<file path="src/pkg/qpp_consts.svh">
// register offsets, port numbers, field positions and reset values for the quad port block
`ifndef QPP_CONSTS_SVH
`define QPP_CONSTS_SVH
// ------------------------
// register map, one aligned word each, three per port
// ------------------------
`define QPP_PORT_STRIDE     8'h10
`define QPP_CFG_OFS         8'h00
`define QPP_DATA_OFS        8'h04
`define QPP_PIN_OFS         8'h08
`define QPP_STATUS_OFS      8'h40
// ------------------------
// port numbers and special port bit positions
// ------------------------
`define QPP_PORT_WAKE       2'd0
`define QPP_PORT_SPECIAL    2'd1
`define QPP_BIT_EXT_IRQ     0
`define QPP_BIT_WDOG        1
`define QPP_BIT_TCAP        2
`define QPP_BIT_TIO         3
`define QPP_BIT_SO          4
`define QPP_BIT_SK          5
`define QPP_BIT_SI          6
`define QPP_BIT_OSC         7
// ------------------------
// factory configuration byte fields
// ------------------------
`define QPP_FCB_WDOG        2
`define QPP_FCB_CLK_HI      4
`define QPP_FCB_CLK_LO      3
// ------------------------
// reset values
// ------------------------
`define QPP_CFG_RST         8'h00
`define QPP_DATA_RST        8'h00
`endif

</file>
<file path="src/pkg/qpp_pkg.sv">
// types shared by the quad port block
package qpp_pkg;
  // clock source selected by the factory configuration byte
  typedef enum logic [1:0] {
    QPP_CLK_EXTERNAL,
    QPP_CLK_RC,
    QPP_CLK_CRYSTAL
  } qpp_clk_opt_t;
  // pin set-up derived from configuration and data bit
  typedef enum logic [1:0] {
    QPP_PIN_HIZ,
    QPP_PIN_PULLUP,
    QPP_PIN_DRIVE0,
    QPP_PIN_DRIVE1
  } qpp_pin_mode_t;
endpackage

</file>
<file path="src/hdl/qpp_quad_port.sv">
// bit-configurable four-port pin control block with apb register access
//
// Overview of operation
// config/data bits select hiz, pull-up, drive0, drive1
// four 8-bit ports, each bit independent
// per port: config, data, read-only pin levels
// all wakeup port pins are wakeup sources
// software sets unbonded pins as outputs
// serial input pin is input only
// watchdog selected: pin 1 is watchdog, pull-up
// watchdog deselected: pin 1 is ordinary i/o
// crystal option: pin 7 drives oscillator output
// rc/external: pin 7 input, rising edge wakes
// special data bits 7,6 read zero
// special data bit 7 write enters halt
// special data bit 6 write enters idle
// special config bit 6 selects shift phase
// special config bit 7 enables restart delay (code: only under the rc clock option)
// special port routes alternate function pins
// software leaves the extra port unused
// external irq held high/low one cycle
// timer inputs held high/low one cycle
// factory byte bit 2 low selects watchdog
// factory bits 4,3 select clock option
// pin inputs pass two-stage synchroniser
// reset makes every pin hiz input (pin 1 under watchdog and pin 7 under crystal option are not)
`include "qpp_consts.svh"
`timescale 1ns/10ps
`default_nettype none

module qpp_quad_port #(
  parameter int PORT_W   = 8,   // pins per port
  parameter int NUM_PORT = 4    // number of ports
) (
  input  wire logic                       core_clk_i,          // instruction clock
  input  wire logic                       rst_b_i,             // sync reset, active low
  input  wire logic                       clk_en_i,            // freezes all state when low; reset still clears
  // apb slave
  input  wire logic                       psel_i,
  input  wire logic                       penable_i,
  input  wire logic                       pwrite_i,
  input  wire logic [7:0]                 paddr_i,
  input  wire logic [31:0]                pwdata_i,
  output logic      [31:0]                prdata_o,
  output logic                            pready_o,
  output logic                            pslverr_o,
  // factory configuration byte, a static strap
  input  wire logic [7:0]                 factory_config_byte_i,
  // pads: input level, output value, output enable, pull-up enable
  input  wire logic [NUM_PORT*PORT_W-1:0] pad_in_i,
  output logic      [NUM_PORT*PORT_W-1:0] pad_out_o,
  output logic      [NUM_PORT*PORT_W-1:0] pad_oe_o,
  output logic      [NUM_PORT*PORT_W-1:0] pad_pullup_o,
  // core-side hooks
  input  wire logic                       watchdog_out_i,      // watchdog output level
  input  wire logic                       osc_drive_i,         // oscillator clock to drive out
  input  wire logic                       so_data_i,           // serial output data
  input  wire logic                       so_en_i,             // serial output active
  input  wire logic                       sk_data_i,           // shift clock out (master)
  input  wire logic                       sk_en_i,             // shift clock driven
  input  wire logic                       tio_data_i,          // timer i/o output value
  input  wire logic                       tio_en_i,            // timer i/o driving
  output logic                            serial_in_o,         // synchronised serial input
  output logic                            shift_clock_pin_o,   // synchronised shift clock pin
  output logic                            timer_io_pin_o,      // synchronised timer i/o pin
  output logic                            timer_capture_pin_o, // synchronised capture pin
  output logic                            ext_irq_pin_o,       // synchronised irq pin
  output logic                            shift_phase_alt_o,   // alternate shift clock phase
  output logic                            restart_delay_enable_o,
  output logic                            halt_req_o,          // one-cycle halt pulse
  output logic                            idle_req_o,          // one-cycle idle pulse
  output logic      [PORT_W-1:0]          wake_src_o,          // wakeup port levels
  output logic                            osc_or_wake_rise_o,  // halt exit pulse
  output logic                            watchdog_sel_o,
  output logic      [1:0]                 clk_opt_o
);

  localparam int ALL_W = NUM_PORT*PORT_W;

  // ------------------------
  // decode helpers
  // both are pure decoders; pin_mode
  // is shared by every pin below
  // ------------------------
  // maps config/data bit pair to pin mode
  function automatic qpp_pkg::qpp_pin_mode_t pin_mode(input logic cfg, input logic dat);
    qpp_pkg::qpp_pin_mode_t m;
    case ({cfg, dat})
      2'b00:   m = qpp_pkg::QPP_PIN_HIZ;
      2'b01:   m = qpp_pkg::QPP_PIN_PULLUP;
      2'b10:   m = qpp_pkg::QPP_PIN_DRIVE0;
      default: m = qpp_pkg::QPP_PIN_DRIVE1;
    endcase
    return m;
  endfunction

  // maps factory clock bits to the clock option
  function automatic qpp_pkg::qpp_clk_opt_t clk_decode(input logic [1:0] b);
    qpp_pkg::qpp_clk_opt_t o;
    case (b)
      2'b00:   o = qpp_pkg::QPP_CLK_EXTERNAL;
      2'b01:   o = qpp_pkg::QPP_CLK_RC;
      default: o = qpp_pkg::QPP_CLK_CRYSTAL;
    endcase
    return o;
  endfunction

  // ------------------------
  // registers
  // one flop bank per concern,
  // strap flops kept out of reset
  // ------------------------
  logic [PORT_W-1:0] cfg_reg  [NUM_PORT];  // pin_direction_config per port
  logic [PORT_W-1:0] data_reg [NUM_PORT];  // pin_output_value per port
  logic [ALL_W-1:0]  sync1_reg;            // first synchroniser stage
  logic [ALL_W-1:0]  sync2_reg;            // second stage, the only reader
  logic              osc_wake_dly_reg;     // previous pin 7 level for edges
  logic              halt_req_reg;
  logic              idle_req_reg;
  logic              fcb_wdog_reg;         // caught strap bits
  logic [1:0]        fcb_clk_reg;
  logic [31:0]       prdata_reg;

  qpp_pkg::qpp_clk_opt_t clk_opt;

  // ------------------------
  // apb decode
  // single cycle slave, no wait
  // states, so no bus state machine
  // ------------------------
  logic        apb_acc;       // access phase, answered at once
  logic        apb_wr;
  logic [1:0]  acc_port;
  logic [7:0]  acc_ofs;
  logic        port_hit;
  logic        stat_hit;

  assign apb_acc  = psel_i && penable_i;
  assign apb_wr   = apb_acc && pwrite_i;
  assign acc_port = paddr_i[5:4];
  assign acc_ofs  = {4'h0, paddr_i[3:0]};
  // three words per port, status word after the ports
  assign port_hit = (paddr_i[7:6] == 2'b00) && (paddr_i[1:0] == 2'b00) &&
                    ((acc_ofs == `QPP_CFG_OFS) || (acc_ofs == `QPP_DATA_OFS) ||
                     (acc_ofs == `QPP_PIN_OFS));
  assign stat_hit = (paddr_i == `QPP_STATUS_OFS);

  // zero wait states, error only on unmapped addresses
  assign pready_o  = 1'b1;
  assign pslverr_o = apb_acc && !port_hit && !stat_hit;
  assign prdata_o  = prdata_reg;

  // ------------------------
  // strap capture: clocked, loaded from a port even while reset is low
  // straps only move in test; live
  // resampling costs three flops
  // ------------------------
  always_ff @(posedge core_clk_i) begin
    if (clk_en_i) begin
      fcb_wdog_reg <= factory_config_byte_i[`QPP_FCB_WDOG];
      fcb_clk_reg  <= {factory_config_byte_i[`QPP_FCB_CLK_HI],
                       factory_config_byte_i[`QPP_FCB_CLK_LO]};
    end
  end

  assign clk_opt        = clk_decode(fcb_clk_reg);
  assign watchdog_sel_o = !fcb_wdog_reg;
  assign clk_opt_o      = clk_opt;

  // ------------------------
  // configuration and data registers, written a whole byte at a time
  // writes land in the access
  // cycle, one byte per word
  // ------------------------
  always_ff @(posedge core_clk_i) begin
    if (!rst_b_i) begin
      for (int p = 0; p < NUM_PORT; p++) begin
        cfg_reg[p]  <= `QPP_CFG_RST;
        data_reg[p] <= `QPP_DATA_RST;
      end
    end else if (clk_en_i && apb_wr && port_hit) begin

      if (acc_ofs == `QPP_CFG_OFS) begin
        cfg_reg[acc_port] <= pwdata_i[PORT_W-1:0];
      end else if (acc_ofs == `QPP_DATA_OFS) begin
        data_reg[acc_port] <= pwdata_i[PORT_W-1:0];
      end
    end
  end

  // ------------------------
  // halt and idle requests: spare data bits act as triggers
  // pulses, not levels: the core
  // latches the mode itself
  // ------------------------
  always_ff @(posedge core_clk_i) begin
    if (!rst_b_i) begin
      halt_req_reg <= 1'b0;
      idle_req_reg <= 1'b0;
    end else if (clk_en_i) begin
      halt_req_reg <= 1'b0;
      idle_req_reg <= 1'b0;
      if (apb_wr && port_hit && acc_port == `QPP_PORT_SPECIAL &&
          acc_ofs == `QPP_DATA_OFS) begin
        halt_req_reg <= pwdata_i[`QPP_BIT_OSC];
        idle_req_reg <= pwdata_i[`QPP_BIT_SI];
      end
    end
  end

  assign halt_req_o = halt_req_reg;
  assign idle_req_o = idle_req_reg;

  // ------------------------
  // input synchroniser and halt-exit edge
  // pin 7 edge uses the second
  // stage only, never the first
  // ------------------------
  always_ff @(posedge core_clk_i) begin
    if (!rst_b_i) begin
      sync1_reg        <= '0;
      sync2_reg        <= '0;
      osc_wake_dly_reg <= 1'b0;
    end else if (clk_en_i) begin
      sync1_reg        <= pad_in_i;
      sync2_reg        <= sync1_reg;
      osc_wake_dly_reg <= sync2_reg[`QPP_PORT_SPECIAL*PORT_W+`QPP_BIT_OSC];
    end
  end

  // rising edge only counts when pin 7 is an input
  assign osc_or_wake_rise_o = (clk_opt != qpp_pkg::QPP_CLK_CRYSTAL) &&
      sync2_reg[`QPP_PORT_SPECIAL*PORT_W+`QPP_BIT_OSC] && !osc_wake_dly_reg;

  // ------------------------
  // read mux, registered so data leaves a flip-flop
  // costs a decode in the setup
  // cycle instead of the access
  // ------------------------
  always_ff @(posedge core_clk_i) begin
    if (!rst_b_i) begin
      prdata_reg <= 32'h0000_0000;
    end else if (clk_en_i && psel_i && !penable_i && !pwrite_i) begin
      // loaded in setup so it is valid throughout the access phase
      prdata_reg <= 32'h0000_0000;
      if (paddr_i == `QPP_STATUS_OFS) begin
        prdata_reg <= {27'h0, restart_delay_enable_o, shift_phase_alt_o,
                       fcb_clk_reg, watchdog_sel_o};
      end else if (paddr_i[7:6] == 2'b00) begin
        case ({4'h0, paddr_i[3:0]})
          `QPP_CFG_OFS:  prdata_reg[PORT_W-1:0] <= cfg_reg[paddr_i[5:4]];
          `QPP_DATA_OFS: begin
            prdata_reg[PORT_W-1:0] <= data_reg[paddr_i[5:4]];
            if (paddr_i[5:4] == `QPP_PORT_SPECIAL) begin
              prdata_reg[`QPP_BIT_OSC] <= 1'b0;
              prdata_reg[`QPP_BIT_SI]  <= 1'b0;
            end
          end
          `QPP_PIN_OFS:  prdata_reg[PORT_W-1:0] <=
                           sync2_reg[paddr_i[5:4]*PORT_W +: PORT_W];
          default:       prdata_reg <= 32'h0000_0000;
        endcase
      end
    end
  end

  // ------------------------
  // special port control bits
  // both live in the special
  // port configuration register
  // ------------------------
  assign shift_phase_alt_o      = cfg_reg[`QPP_PORT_SPECIAL][`QPP_BIT_SI];
  assign restart_delay_enable_o = cfg_reg[`QPP_PORT_SPECIAL][`QPP_BIT_OSC] &&
                                  (clk_opt == qpp_pkg::QPP_CLK_RC);

  // ------------------------
  // alternate input and wakeup routing from the synchronised special and wakeup ports
  // hooks see a pin two edges
  // after the pad moved
  // ------------------------
  localparam int SB = `QPP_PORT_SPECIAL*PORT_W;
  assign serial_in_o         = sync2_reg[SB+`QPP_BIT_SI];
  assign shift_clock_pin_o   = sync2_reg[SB+`QPP_BIT_SK];
  assign timer_io_pin_o      = sync2_reg[SB+`QPP_BIT_TIO];
  assign timer_capture_pin_o = sync2_reg[SB+`QPP_BIT_TCAP];
  assign ext_irq_pin_o       = sync2_reg[SB+`QPP_BIT_EXT_IRQ];
  assign wake_src_o          = sync2_reg[`QPP_PORT_WAKE*PORT_W +: PORT_W];

  // ------------------------
  // pad drivers, one set per pin
  // alternate hooks override the
  // plain gpio set-up
  // ------------------------
  genvar gp, gb;
  generate
    for (gp = 0; gp < NUM_PORT; gp++) begin : g_port
      for (gb = 0; gb < PORT_W; gb++) begin : g_bit
        qpp_pkg::qpp_pin_mode_t mode;
        logic out_v, oe_v, pu_v;
        assign mode = pin_mode(cfg_reg[gp][gb], data_reg[gp][gb]);
        always_comb begin
          // ordinary gpio set-up by default
          out_v = (mode == qpp_pkg::QPP_PIN_DRIVE1);
          oe_v  = (mode == qpp_pkg::QPP_PIN_DRIVE0) ||
                  (mode == qpp_pkg::QPP_PIN_DRIVE1);
          pu_v  = (mode == qpp_pkg::QPP_PIN_PULLUP);
          if (gp == `QPP_PORT_SPECIAL) begin
            if (gb == `QPP_BIT_SI) begin
              out_v = 1'b0;
              oe_v  = 1'b0;
              pu_v  = 1'b0;
            end else if (gb == `QPP_BIT_OSC) begin
              // spare bits steer modes, never the pin
              out_v = (clk_opt == qpp_pkg::QPP_CLK_CRYSTAL) && osc_drive_i;
              oe_v  = (clk_opt == qpp_pkg::QPP_CLK_CRYSTAL);
              pu_v  = 1'b0;
            end else if (gb == `QPP_BIT_WDOG && watchdog_sel_o) begin
              // low drive, weak pull-up for high; config bit ignored
              out_v = 1'b0;
              oe_v  = !watchdog_out_i;
              pu_v  = watchdog_out_i;
            end else if (gb == `QPP_BIT_SO && so_en_i) begin
              out_v = so_data_i;
              oe_v  = 1'b1;
            end else if (gb == `QPP_BIT_SK && sk_en_i) begin
              out_v = sk_data_i;
              oe_v  = 1'b1;
            end else if (gb == `QPP_BIT_TIO && tio_en_i) begin
              out_v = tio_data_i;
              oe_v  = 1'b1;
            end
            // pin 1 without watchdog stays plain gpio            R8
          end
        end
        assign pad_out_o[gp*PORT_W+gb]    = out_v;
        assign pad_oe_o[gp*PORT_W+gb]     = oe_v;
        assign pad_pullup_o[gp*PORT_W+gb] = pu_v;
      end
    end
  endgenerate

endmodule

`default_nettype wire

</file>
<file path="config.mk">
export PLATFORM = sky130hd
export DESIGN_NAME = qpp_quad_port
export DESIGN_NICKNAME = d
export VERILOG_FILES = /design/src/pkg/qpp_pkg.sv /design/src/hdl/qpp_quad_port.sv
export VERILOG_INCLUDE_DIRS = /design/src /design/src/pkg
export SDC_FILE = /design/constraint.sdc
export NUM_CORES = 1
export LEC_CHECK = 0
export ABC_AREA = 0
export BUFFER_PORTS_ARGS = -buffer_cell sky130_fd_sc_hd__buf_2
export CELL_PAD_IN_SITES_DETAIL_PLACEMENT = 0
export CELL_PAD_IN_SITES_GLOBAL_PLACEMENT = 1
export CORE_ASPECT_RATIO = 1.1
export CORE_MARGIN = 10
export CORE_UTILIZATION = 39
export DETAILED_ROUTE_END_ITERATION = 12
export GPL_TIMING_DRIVEN = 0
export PLACE_DENSITY_LB_ADDON = 0.08
export SETUP_SLACK_MARGIN = 0.5
export SYNTH_ARGS = -nofsm -noshare
export SYNTH_HDL_FRONTEND = slang
export SYNTH_SLANG_ARGS = --single-unit
</file>
<file path="constraint.sdc">
create_clock -name core_clk_i -period 3.85 [get_ports core_clk_i]
set_input_delay 0.9625 -clock core_clk_i [delete_from_list [all_inputs] [get_ports core_clk_i]]
set_output_delay 0.9625 -clock core_clk_i [all_outputs]
set_load 0.01 [all_outputs]
</file>
==> After elaboration in Yosys (flattened, before gate mapping) <==
Memories as Yosys holds them, arrays and structs flattened.
Index checks and enable logic that the tools add are counted.
{ "totals": {"reg_bits": 102, "ramBits": 64, "in_bits": 94, "out_inout_bits": 151, "word_cells": 325, "mem_count": 2} }
{ "memory_table": {"columns": ["memory", "depth", "word_bits", "read_ports", "rd_ports_with_merged_regs", "wr", "line_no", "rtl"], "rows": [
  ["cfg_reg", 4, 8, 5, 0, 4, "qpp_quad_port.sv:113", "logic [PORT_W-1:0] cfg_reg [NUM_PORT];"],
  ["data_reg", 4, 8, 5, 0, 4, "qpp_quad_port.sv:114", "logic [PORT_W-1:0] data_reg [NUM_PORT];"]
]} }
{ "op_classes": {"n_eq_ne": 158, "n_shift": 1, "n_mux": 62, "n_reduce_logical": 94} }
{ "ops": {"columns": ["operator", "n"], "rows": [
  ["2-bit == test, second input constant", 91],
  ["2-bit one-hot mux with 3 select lines", 30],
  ["2-bit by 1-bit == test with 1-bit output, second input constant", 63],
  ["2-bit zero test", 33],
  ["1-bit logical OR", 32],
  ["8-bit 2-to-1 mux", 4],
  ["32-bit by 6-bit variable part select with 8-bit output", 1],
  ["8-bit one-hot mux with 3 select lines", 1],
  ["1-bit 2-to-1 mux", 23],
  ["1-bit logical AND", 18],
  ["8-bit OR reduction", 2],
  ["8-bit by 7-bit == test with 1-bit output, second input constant", 1],
  ["8-bit zero test", 1],
  ["1-bit zero test", 7],
  ["2-bit 2-to-1 mux", 3],
  ["4-bit by 3-bit == test with 1-bit output, second input constant", 1],
  ["4-bit == test, second input constant", 1],
  ["4-bit zero test", 1],
  ["2-bit one-hot mux with 2 select lines", 1],
  ["2-bit != test, second input constant", 1]
]} }

==> Logic depth before layout (Yosys ltp) <==
Gate-level depths: netlist (run 1).
{ "logic_depth": {"ltp_word": 10, "ltp_mapped": 6} }

==> Least setup slack after synthesis (run 1) <==
Ideal clock, no wire load.
{ "synth_path": {"kind": "in2reg", "start": "in paddr_i[7]", "end": "mem cfg_reg[0][0], enable pin", "arrival_time_ns": 2.667, "slack_ns": 0.796, "stages": 4, "n_path_buf": 0, "path_cell_list": "or4_4 > a211oi_4 > nand2_1 > o31ai_1"} }
{ "synth_lines": {"columns": ["item", "line_no", "rtl"], "rows": [
  ["start, declared", "qpp_quad_port.sv:42", "input wire logic [7:0] paddr_i,"],
  ["end, declared", "qpp_quad_port.sv:113", null]
]} }

==> Final worst setup path (run 1) <==
{ "layout_path": {"start": "in paddr_i[2]", "end": "out pslverr_o"} }
{ "layout_via": {"elab_chain_cells": 7, "word_cells_on_any_way": 11, "classes_between": "eq/ne: 3; reduce/logical: 8"} }
{ "layout_rtl": {"columns": ["item", "line_no", "rtl"], "rows": [
  ["8-bit zero test (no line) / 4-bit by 3-bit == test with 1-bit output (equally long branches)", null, null],
  ["1-bit logical OR (2 in a row)", "qpp_quad_port.sv:144", "((acc_ofs == `QPP_CFG_OFS) || (acc_ofs == `QPP_DATA_OFS) ||"],
  ["1-bit logical AND", "qpp_quad_port.sv:143", "assign port_hit = (paddr_i[7:6] == 2'b00) && (paddr_i[1:0] == 2'b00) &&"],
  ["1-bit zero test", "qpp_quad_port.sv:150", "assign pslverr_o = apb_acc && !port_hit && !stat_hit;"],
  ["1-bit logical AND", "qpp_quad_port.sv:150", null],
  ["1-bit logical AND (*)", "qpp_quad_port.sv:150", null],
  ["end, declared", "qpp_quad_port.sv:46", "output logic pslverr_o,"]
]} }
Mark *: on every way between the ends. The rest lies on a longest branch, timed or not.

==> impl_metrics.toml, run 1 <==
[timing]
maxSlewHeadroom_pct = 20.95
finClkSkew_ns = 0.009210
rsz0062_at_grt = "false"
fmax_ghz = 0.3184
tightest_slew_ns = 1.170
holdWs_ns = 0.4755
drv_slew = 0
period_minus_slack_ns = 3.141
finalHoldViolations = 0
period_share_pct = 81.58
setup_viol = 0

[grt]
grt_pass1_vias = 5676
grt_pass1_wl_mm = 34.19
antenna_found_initial = 6
grt_overflow = 0
gr-usage-all-layers_pct = 17.30
grt_max_degree = 17

[place]
hpwl_mm = 18.03
numPortBuffers = 185
gp_congestion = 0.8031
dpl-instance-area_sq_um = 9111

[power]
seqPwrFrac_pct = 43.6
max-vdd-ir-drop_v = 0.0002411
power.internal_mw = 2.904
clkPwrFrac_pct = 42.9
p_leak_nw = 4.558
power.density_nw_per_um2 = 396.7
p_switching_mw = 0.9599
power_frac_comb_pct = 13.5
p_sw_share_pct = 24.85

[critical_path]
crit_path_frequent_cell = "buf_2"
cp.arrival_ns = 2.18
critPathKind = "in2out"
crit_required_ns = 2.89
crit_path_end_kind = "output port"
r2r_setup_slack_ns = 2.44
worstSetupStartpointType = "primary input"
crit_chain = "buf_2 > nor4_4 > and4b_2 > buf_2 > nor3_1 > buf_2"
slowest_delay_ns = 0.41
slowest_stage = "nor4_4"
crit_fanout = 7

[floorplan]
die_w_microns = 154.5
fp-row-count = 54
die_h_microns = 167.9
start_util_pct = 39.31
io_pins = 245
core_area_sq_um = 19730
dieArea_sq_um = 25930

[cells_and_area]
drive_above_1_share_pct = 40.20
fin_nets = 1061
area_growth_pct = 25.58
final_area_sq_um = 9741

[clock_network]
ctsLongestPathBuffers = 2
root_buffer = "clkbuf_16"
cts_hold_buf = 0
cts_buffers = 17
clkSlewWorstSetupHoldPaths_ns = 0.06
cts_tree = "yes"
clock_latency_ns = 0.43
cts.sinks = 140
htreeDepth = 4

[outcome]
outcome = "finished, final reports clean"

[synth]
synth_fa_ha_area_share_pct = 0
synth_top_cell_by_area = "edfxtp_1"
synth_area_sq_um = 7756
synth_cell_types = 44
ys_ff_latch = 140
synth_mux_area_share_pct = 15.26
synth-xor-area-share_pct = 0
synth_area_leaders = "edfxtp_1 25%, dfxtp_1 19%, buf_4 13%"
syn_area_per_cell_sq_um = 10.55
synth_top_area_share_pct = 25.17
synthCells = 735
synth_compound_area_share_pct = 3.484
ys_warn_count = 0
synth_top_family_by_area = "simple AND/OR/NAND/NOR gates"
seq_area_frac_synth_pct = 44.52
yosys.area_share.simple_pct = 20.16

[drt]
route.vias.total = 5618
drt-initial-drc-count = 245
via_per_inst = 4.542
drtPass1Iterations = 4
drc = 0
antenna_left = 0
wl_per_cell_microns = 18.48
postRouteWirelength_mm = 22.86

[worst_hold_path]
hp-class = "reg2reg"

[job]
cap_violations = 0
-- synth_stat cells --
cell type	number
buf_4	130
nor2b_1	99
mux2i_1	89
dfxtp_1	75
edfxtp_1	65
and2_1	60
clkbuf_1	45
and3_1	26
nand2_1	21
mux4_2	12
o21ai_0	12
buf_2	10
nand3_1	9
nand4_1	8
a21oi_1	7
a22oi_1	7
a221oi_1	5
buf_6	5
and3_2	4
inv_1	4
nor2_1	4
buf_1	3
nor3_1	3
o221ai_1	3
or2_2	3
and3_4	2
and4_2	2
conb_1	2
mux2_2	2
nand3b_1	2
nor3b_1	2
o21ai_1	2
a2111oi_2	1
a211oi_4	1
and4b_2	1
nand2_2	1
nand2b_1	1
nand4bb_1	1
nor4_1	1
nor4b_1	1
nor4bb_1	1
o31ai_1	1
or4_4	1
or4b_1	1
-- layer usage --
layer	track usage (%)	wire length (microns)
met2	30.44	11860
met5	0	13
met3	6.065	1760
met4	6.001	384
met1	18.82	8844
-- placed cells by master (no fill, tap or decap), types with 3 or more instances in the layout --
master and count:
nor3_1 3, nor2_1 4, buf_4 131, o21ai_0 9
a21oi_1 7, or2_2 3, diode_2 5, inv_1 4
a22oi_1 7, and3_2 4, nor2b_1 99, and3_1 26
dfxtp_1 75, buf_6 5, and2_1 60, conb_1 29
nand3_1 9, nand4_1 8, clkinv_4 4, buf_2 195
clkinv_2 3, edfxtp_1 65, o21ai_1 5, clkbuf_16 18
o221ai_1 3, buf_1 3, a221oi_1 5, nand2_1 21
mux2i_1 89, mux4_2 12, clkbuf_1 46
-- timing repair --
action                                  CTS  global route
endpoints found under the setup margin    9             1
setup buffers                             0             0
resized for setup                         2             1
-- worst paths after layout --
check / from / to / cells after the start
min reg2reg: halt_req_o / halt_req_o / 2
min: halt_req_o / halt_req_o / 2
max: paddr_i[2] / pslverr_o / 6
max reg2reg: cfg_reg[1][5] / prdata_o[5] / 3
-- power by group through the flow --
| stage | sequential [mW] | clock, mW | combinational [mW] |
|---|---|---|---|
| global route | 1.69 | 1.75 | 0.571 |
| global placement | 1.72 | 0 | 0.521 |
| finish | 1.68 | 1.66 | 0.522 |
| CTS | 1.68 | 1.69 | 0.527 |
| floorplan | 1.69 | 0 | 0.347 |
| detailed placement | 1.72 | 0 | 0.525 |
-- worst max-delay path, delay by kind of cell --
| kind | cells | cell delay, ns |
|---|---|---|
| simple gates | 3 | 0.74 |
| buf+inv | 3 | 0.48 |
-- layout make-up --
| class | instances | area [sq um] |
|---|---|---|
| flip-flops and latches | 140 | 3453 |
| repair buffers | 186 | 933.4 |
| well taps | 252 | 315.3 |
| inverters | 4 | 15.01 |
| clock inverters | 12 | 133.9 |
| clock buffers | 20 | 467.9 |
| diodes | 5 | 12.51 |
| fillers | 1942 | 9988 |
| multi-input cells | 425 | 3147 |
| plain buffers | 193 | 1262 |
-- logic make-up (layout without fill, tap and decap cells) --
group / Yosys count / after routing
multiplexers: 103 / 103
other: 2 / 34
buffers and inverters: 197 / 415
AO/OA/AOI/OAI: 39 / 39
AND/OR/NAND/NOR: 254 / 254
flip-flops: 140 / 140
-- through the flow --
stage | TNS (ns) | instances | total power [mW] | setup WS [ns] | utilization, %
floorplan | 0 | 762 | 2.037 | 0.7960 | -
global placement | -0.9278 | 1199 | 2.237 | -0.07251 | 46.12
detailed placement | -0.4009 | 1200 | 2.242 | -0.05040 | 46.18
CTS | 0 | 1232 | 3.903 | 0.5820 | 49.26
global route | 0 | 1235 | 4.012 | 0.6017 | 49.35
finish | 0 | 1237 | 3.864 | 0.7093 | 49.37
Note: power is estimated with default switching activity, not from simulation.
==> run 2, diff against run 1 <==
==> constraint.sdc (replaced) <==
create_clock -name core_clk_i -period 2.9 [get_ports core_clk_i]
set_input_delay 0.725 -clock core_clk_i [delete_from_list [all_inputs] [get_ports core_clk_i]]
set_output_delay 0.725 -clock core_clk_i [all_outputs]
set_load 0.01 [all_outputs]
==> run 2 against run 1 <==
  * First-iteration DRC count fell by 22%
  * Largest cell class unchanged
  * Core utilization is 0.98 points higher
  * Via count down 1.0%
  * Highest routed layer unchanged
  * Combinational power increased by 37%
  * Clock skew shrank 0.0034 ns
==> impl_metrics.toml, run 2 (synthesis gave the netlist of run 1 again) <==
[timing]
drv_slew = 0
holdWs_ns = 0.4710
tightest_slew_ns = 1.156
maxSlewHeadroom_pct = 21.87
finClkSkew_ns = 0.005761
period_share_pct = 83.56
fmax_ghz = 0.4127
finalHoldViolations = 0
setup_tns_ns = 0
setup_viol = 0
rsz0062_at_grt = "true"
period_minus_slack_ns = 2.423
final.setup.worst_slack_ns = 0.4767

[grt]
top_usage_layer = "met2"
grt_pass1_vias = 5678
grt_max_degree = 17
grt_overflow = 0
gr-usage-all-layers_pct = 17.04
use_met3_pct = 5.352
grt_pass1_wl_mm = 33.66
antenna_found_initial = 3
grtUsageMet1_pct = 18.17
grtUsageMet2_pct = 30.70

[clock_network]
cts.sinks = 140
root_buffer = "clkbuf_16"
htreeDepth = 4
clock_latency_ns = 0.43
cts_buffers = 17
ctsLongestPathBuffers = 2
cts_tree = "yes"
clkSlewWorstSetupHoldPaths_ns = 0.06

[floorplan]
dieArea_sq_um = 25930
io_pins = 245
fp-row-count = 54
die_h_microns = 167.9
core_area_sq_um = 19730
start_util_pct = 39.31
die_w_microns = 154.5

[place]
dp_cells = 1199
pre_cts_slack_ns = -0.2415
gp_congestion = 0.8153
dpl-instance-area_sq_um = 9139
numPortBuffers = 185
hpwl_mm = 17.98

[power]
power.density_nw_per_um2 = 517.8
max-vdd-ir-drop_v = 0.0002911
total_power_mw = 5.144
p_leak_nw = 4.634

[worst_hold_path]
worst_hold_path.num_cells = 1
min_to = "fcb_clk_reg[1]"
worst_hold_startpoint = "factory_config_byte_i[4]"
hp-class = "in2reg"

[cells_and_area]
fin_nets = 1066
final_util_pct = 50.36
final_area_sq_um = 9935
layout.cells.non_filler = 1238
final_cell_mix = "188 x buf_2, 136 x buf_4, 98 x nor2b_1"
area_growth_pct = 28.09
drive_above_1_share_pct = 41.93
nFillCells = 1901
final_common_cell = "buf_2"

[critical_path]
cp.arrival_ns = 1.70
slowest_delay_ns = 0.54
crit_path_end_kind = "output port"
crit_fanout = 3
worstSetupStartpointType = "primary input"
crit_chain = "buf_8 > or4_4 > a21oi_2 > nor3_2 > buf_2"
rr_endpoint = "prdata_o[3]"
crit_required_ns = 2.17
rr_startpoint = "sync2_reg[11]"
r2r_cells = 3
slowest_stage = "or4_4"
r2r_setup_slack_ns = 1.50
critPathKind = "in2out"

[drt]
drtPass1Iterations = 7
drt-initial-drc-count = 192
route.vias.total = 5561
wl_per_cell_microns = 18.25
via_per_inst = 4.492
drc = 0
antenna_left = 0
postRouteWirelength_mm = 22.59

[job]
cap_violations = 0

[outcome]
outcome = "finished, final reports clean"
==> run 2: cell count changes in the layout (fill, tap and decap cells not counted), sizes merged <==
cell,before,now
buf,334,338
diode,5,1
clkbuf,65,67
bufinv,2,1
clkinv,7,6
clkinvlp,0,1
==> run 2: what timing repair did <==
action	in CTS	in global routing
hold buffers	0	0
resized for setup	8	23
setup buffers	3	3
pin swaps	2	6
setup endpoints to repair	41	63
==> run 2: critical path: cells and delay by family <==
family / cells / cell delay [ns]
simple gates: 2 / 0.60
buf+inv: 2 / 0.24
compound gates: 1 / 0.14
==> run 2: power by group <==
group / internal (mW) / total [mW] / switching [mW]
Combinational: 0.368 / 0.715 / 0.347
Clock: 1.33 / 2.20 / 0.864
Sequential: 2.16 / 2.23 / 0.0745
Total: 3.86 / 5.14 / 1.29
==> run 2: how the worst max path moves through the flow <==
stage	start	to	slack, ns	cells past startpoint
floorplan	paddr_i[7]	cfg_reg[0][0]	0.46	4
global placement	paddr_i[5]	cfg_reg[2][1]	-0.27	5
detailed placement	paddr_i[5]	cfg_reg[2][1]	-0.24	5
CTS	paddr_i[6]	cfg_reg[0][4]	0.43	6
global route	paddr_i[7]	pslverr_o	0.45	5
finish	paddr_i[7]	pslverr_o	0.48	5
==> run 2: final cells by class <==
cell class | count | area (sq um) | area share, %
Antenna cell | 1 | 2.502 | 0.02519
Buffer | 193 | 1287 | 12.96
Clock buffer | 21 | 503.0 | 5.063
Clock inverter | 11 | 102.6 | 1.033
Inverter | 4 | 15.01 | 0.1511
Multi-Input combinational cell | 425 | 3229 | 32.51
Sequential cell | 140 | 3453 | 34.76
Tap cell | 252 | 315.3 | 3.174
Timing Repair Buffer | 191 | 1026 | 10.33
==> run 2: per-layer routing <==
layer | vias to the layer above | wire length [microns]
met1 | 2528 | 8703
met3 | 29 | 1518
li1 | 2837 | -
met4 | 4 | 480
met5 | - | 20
met2 | 163 | 11870
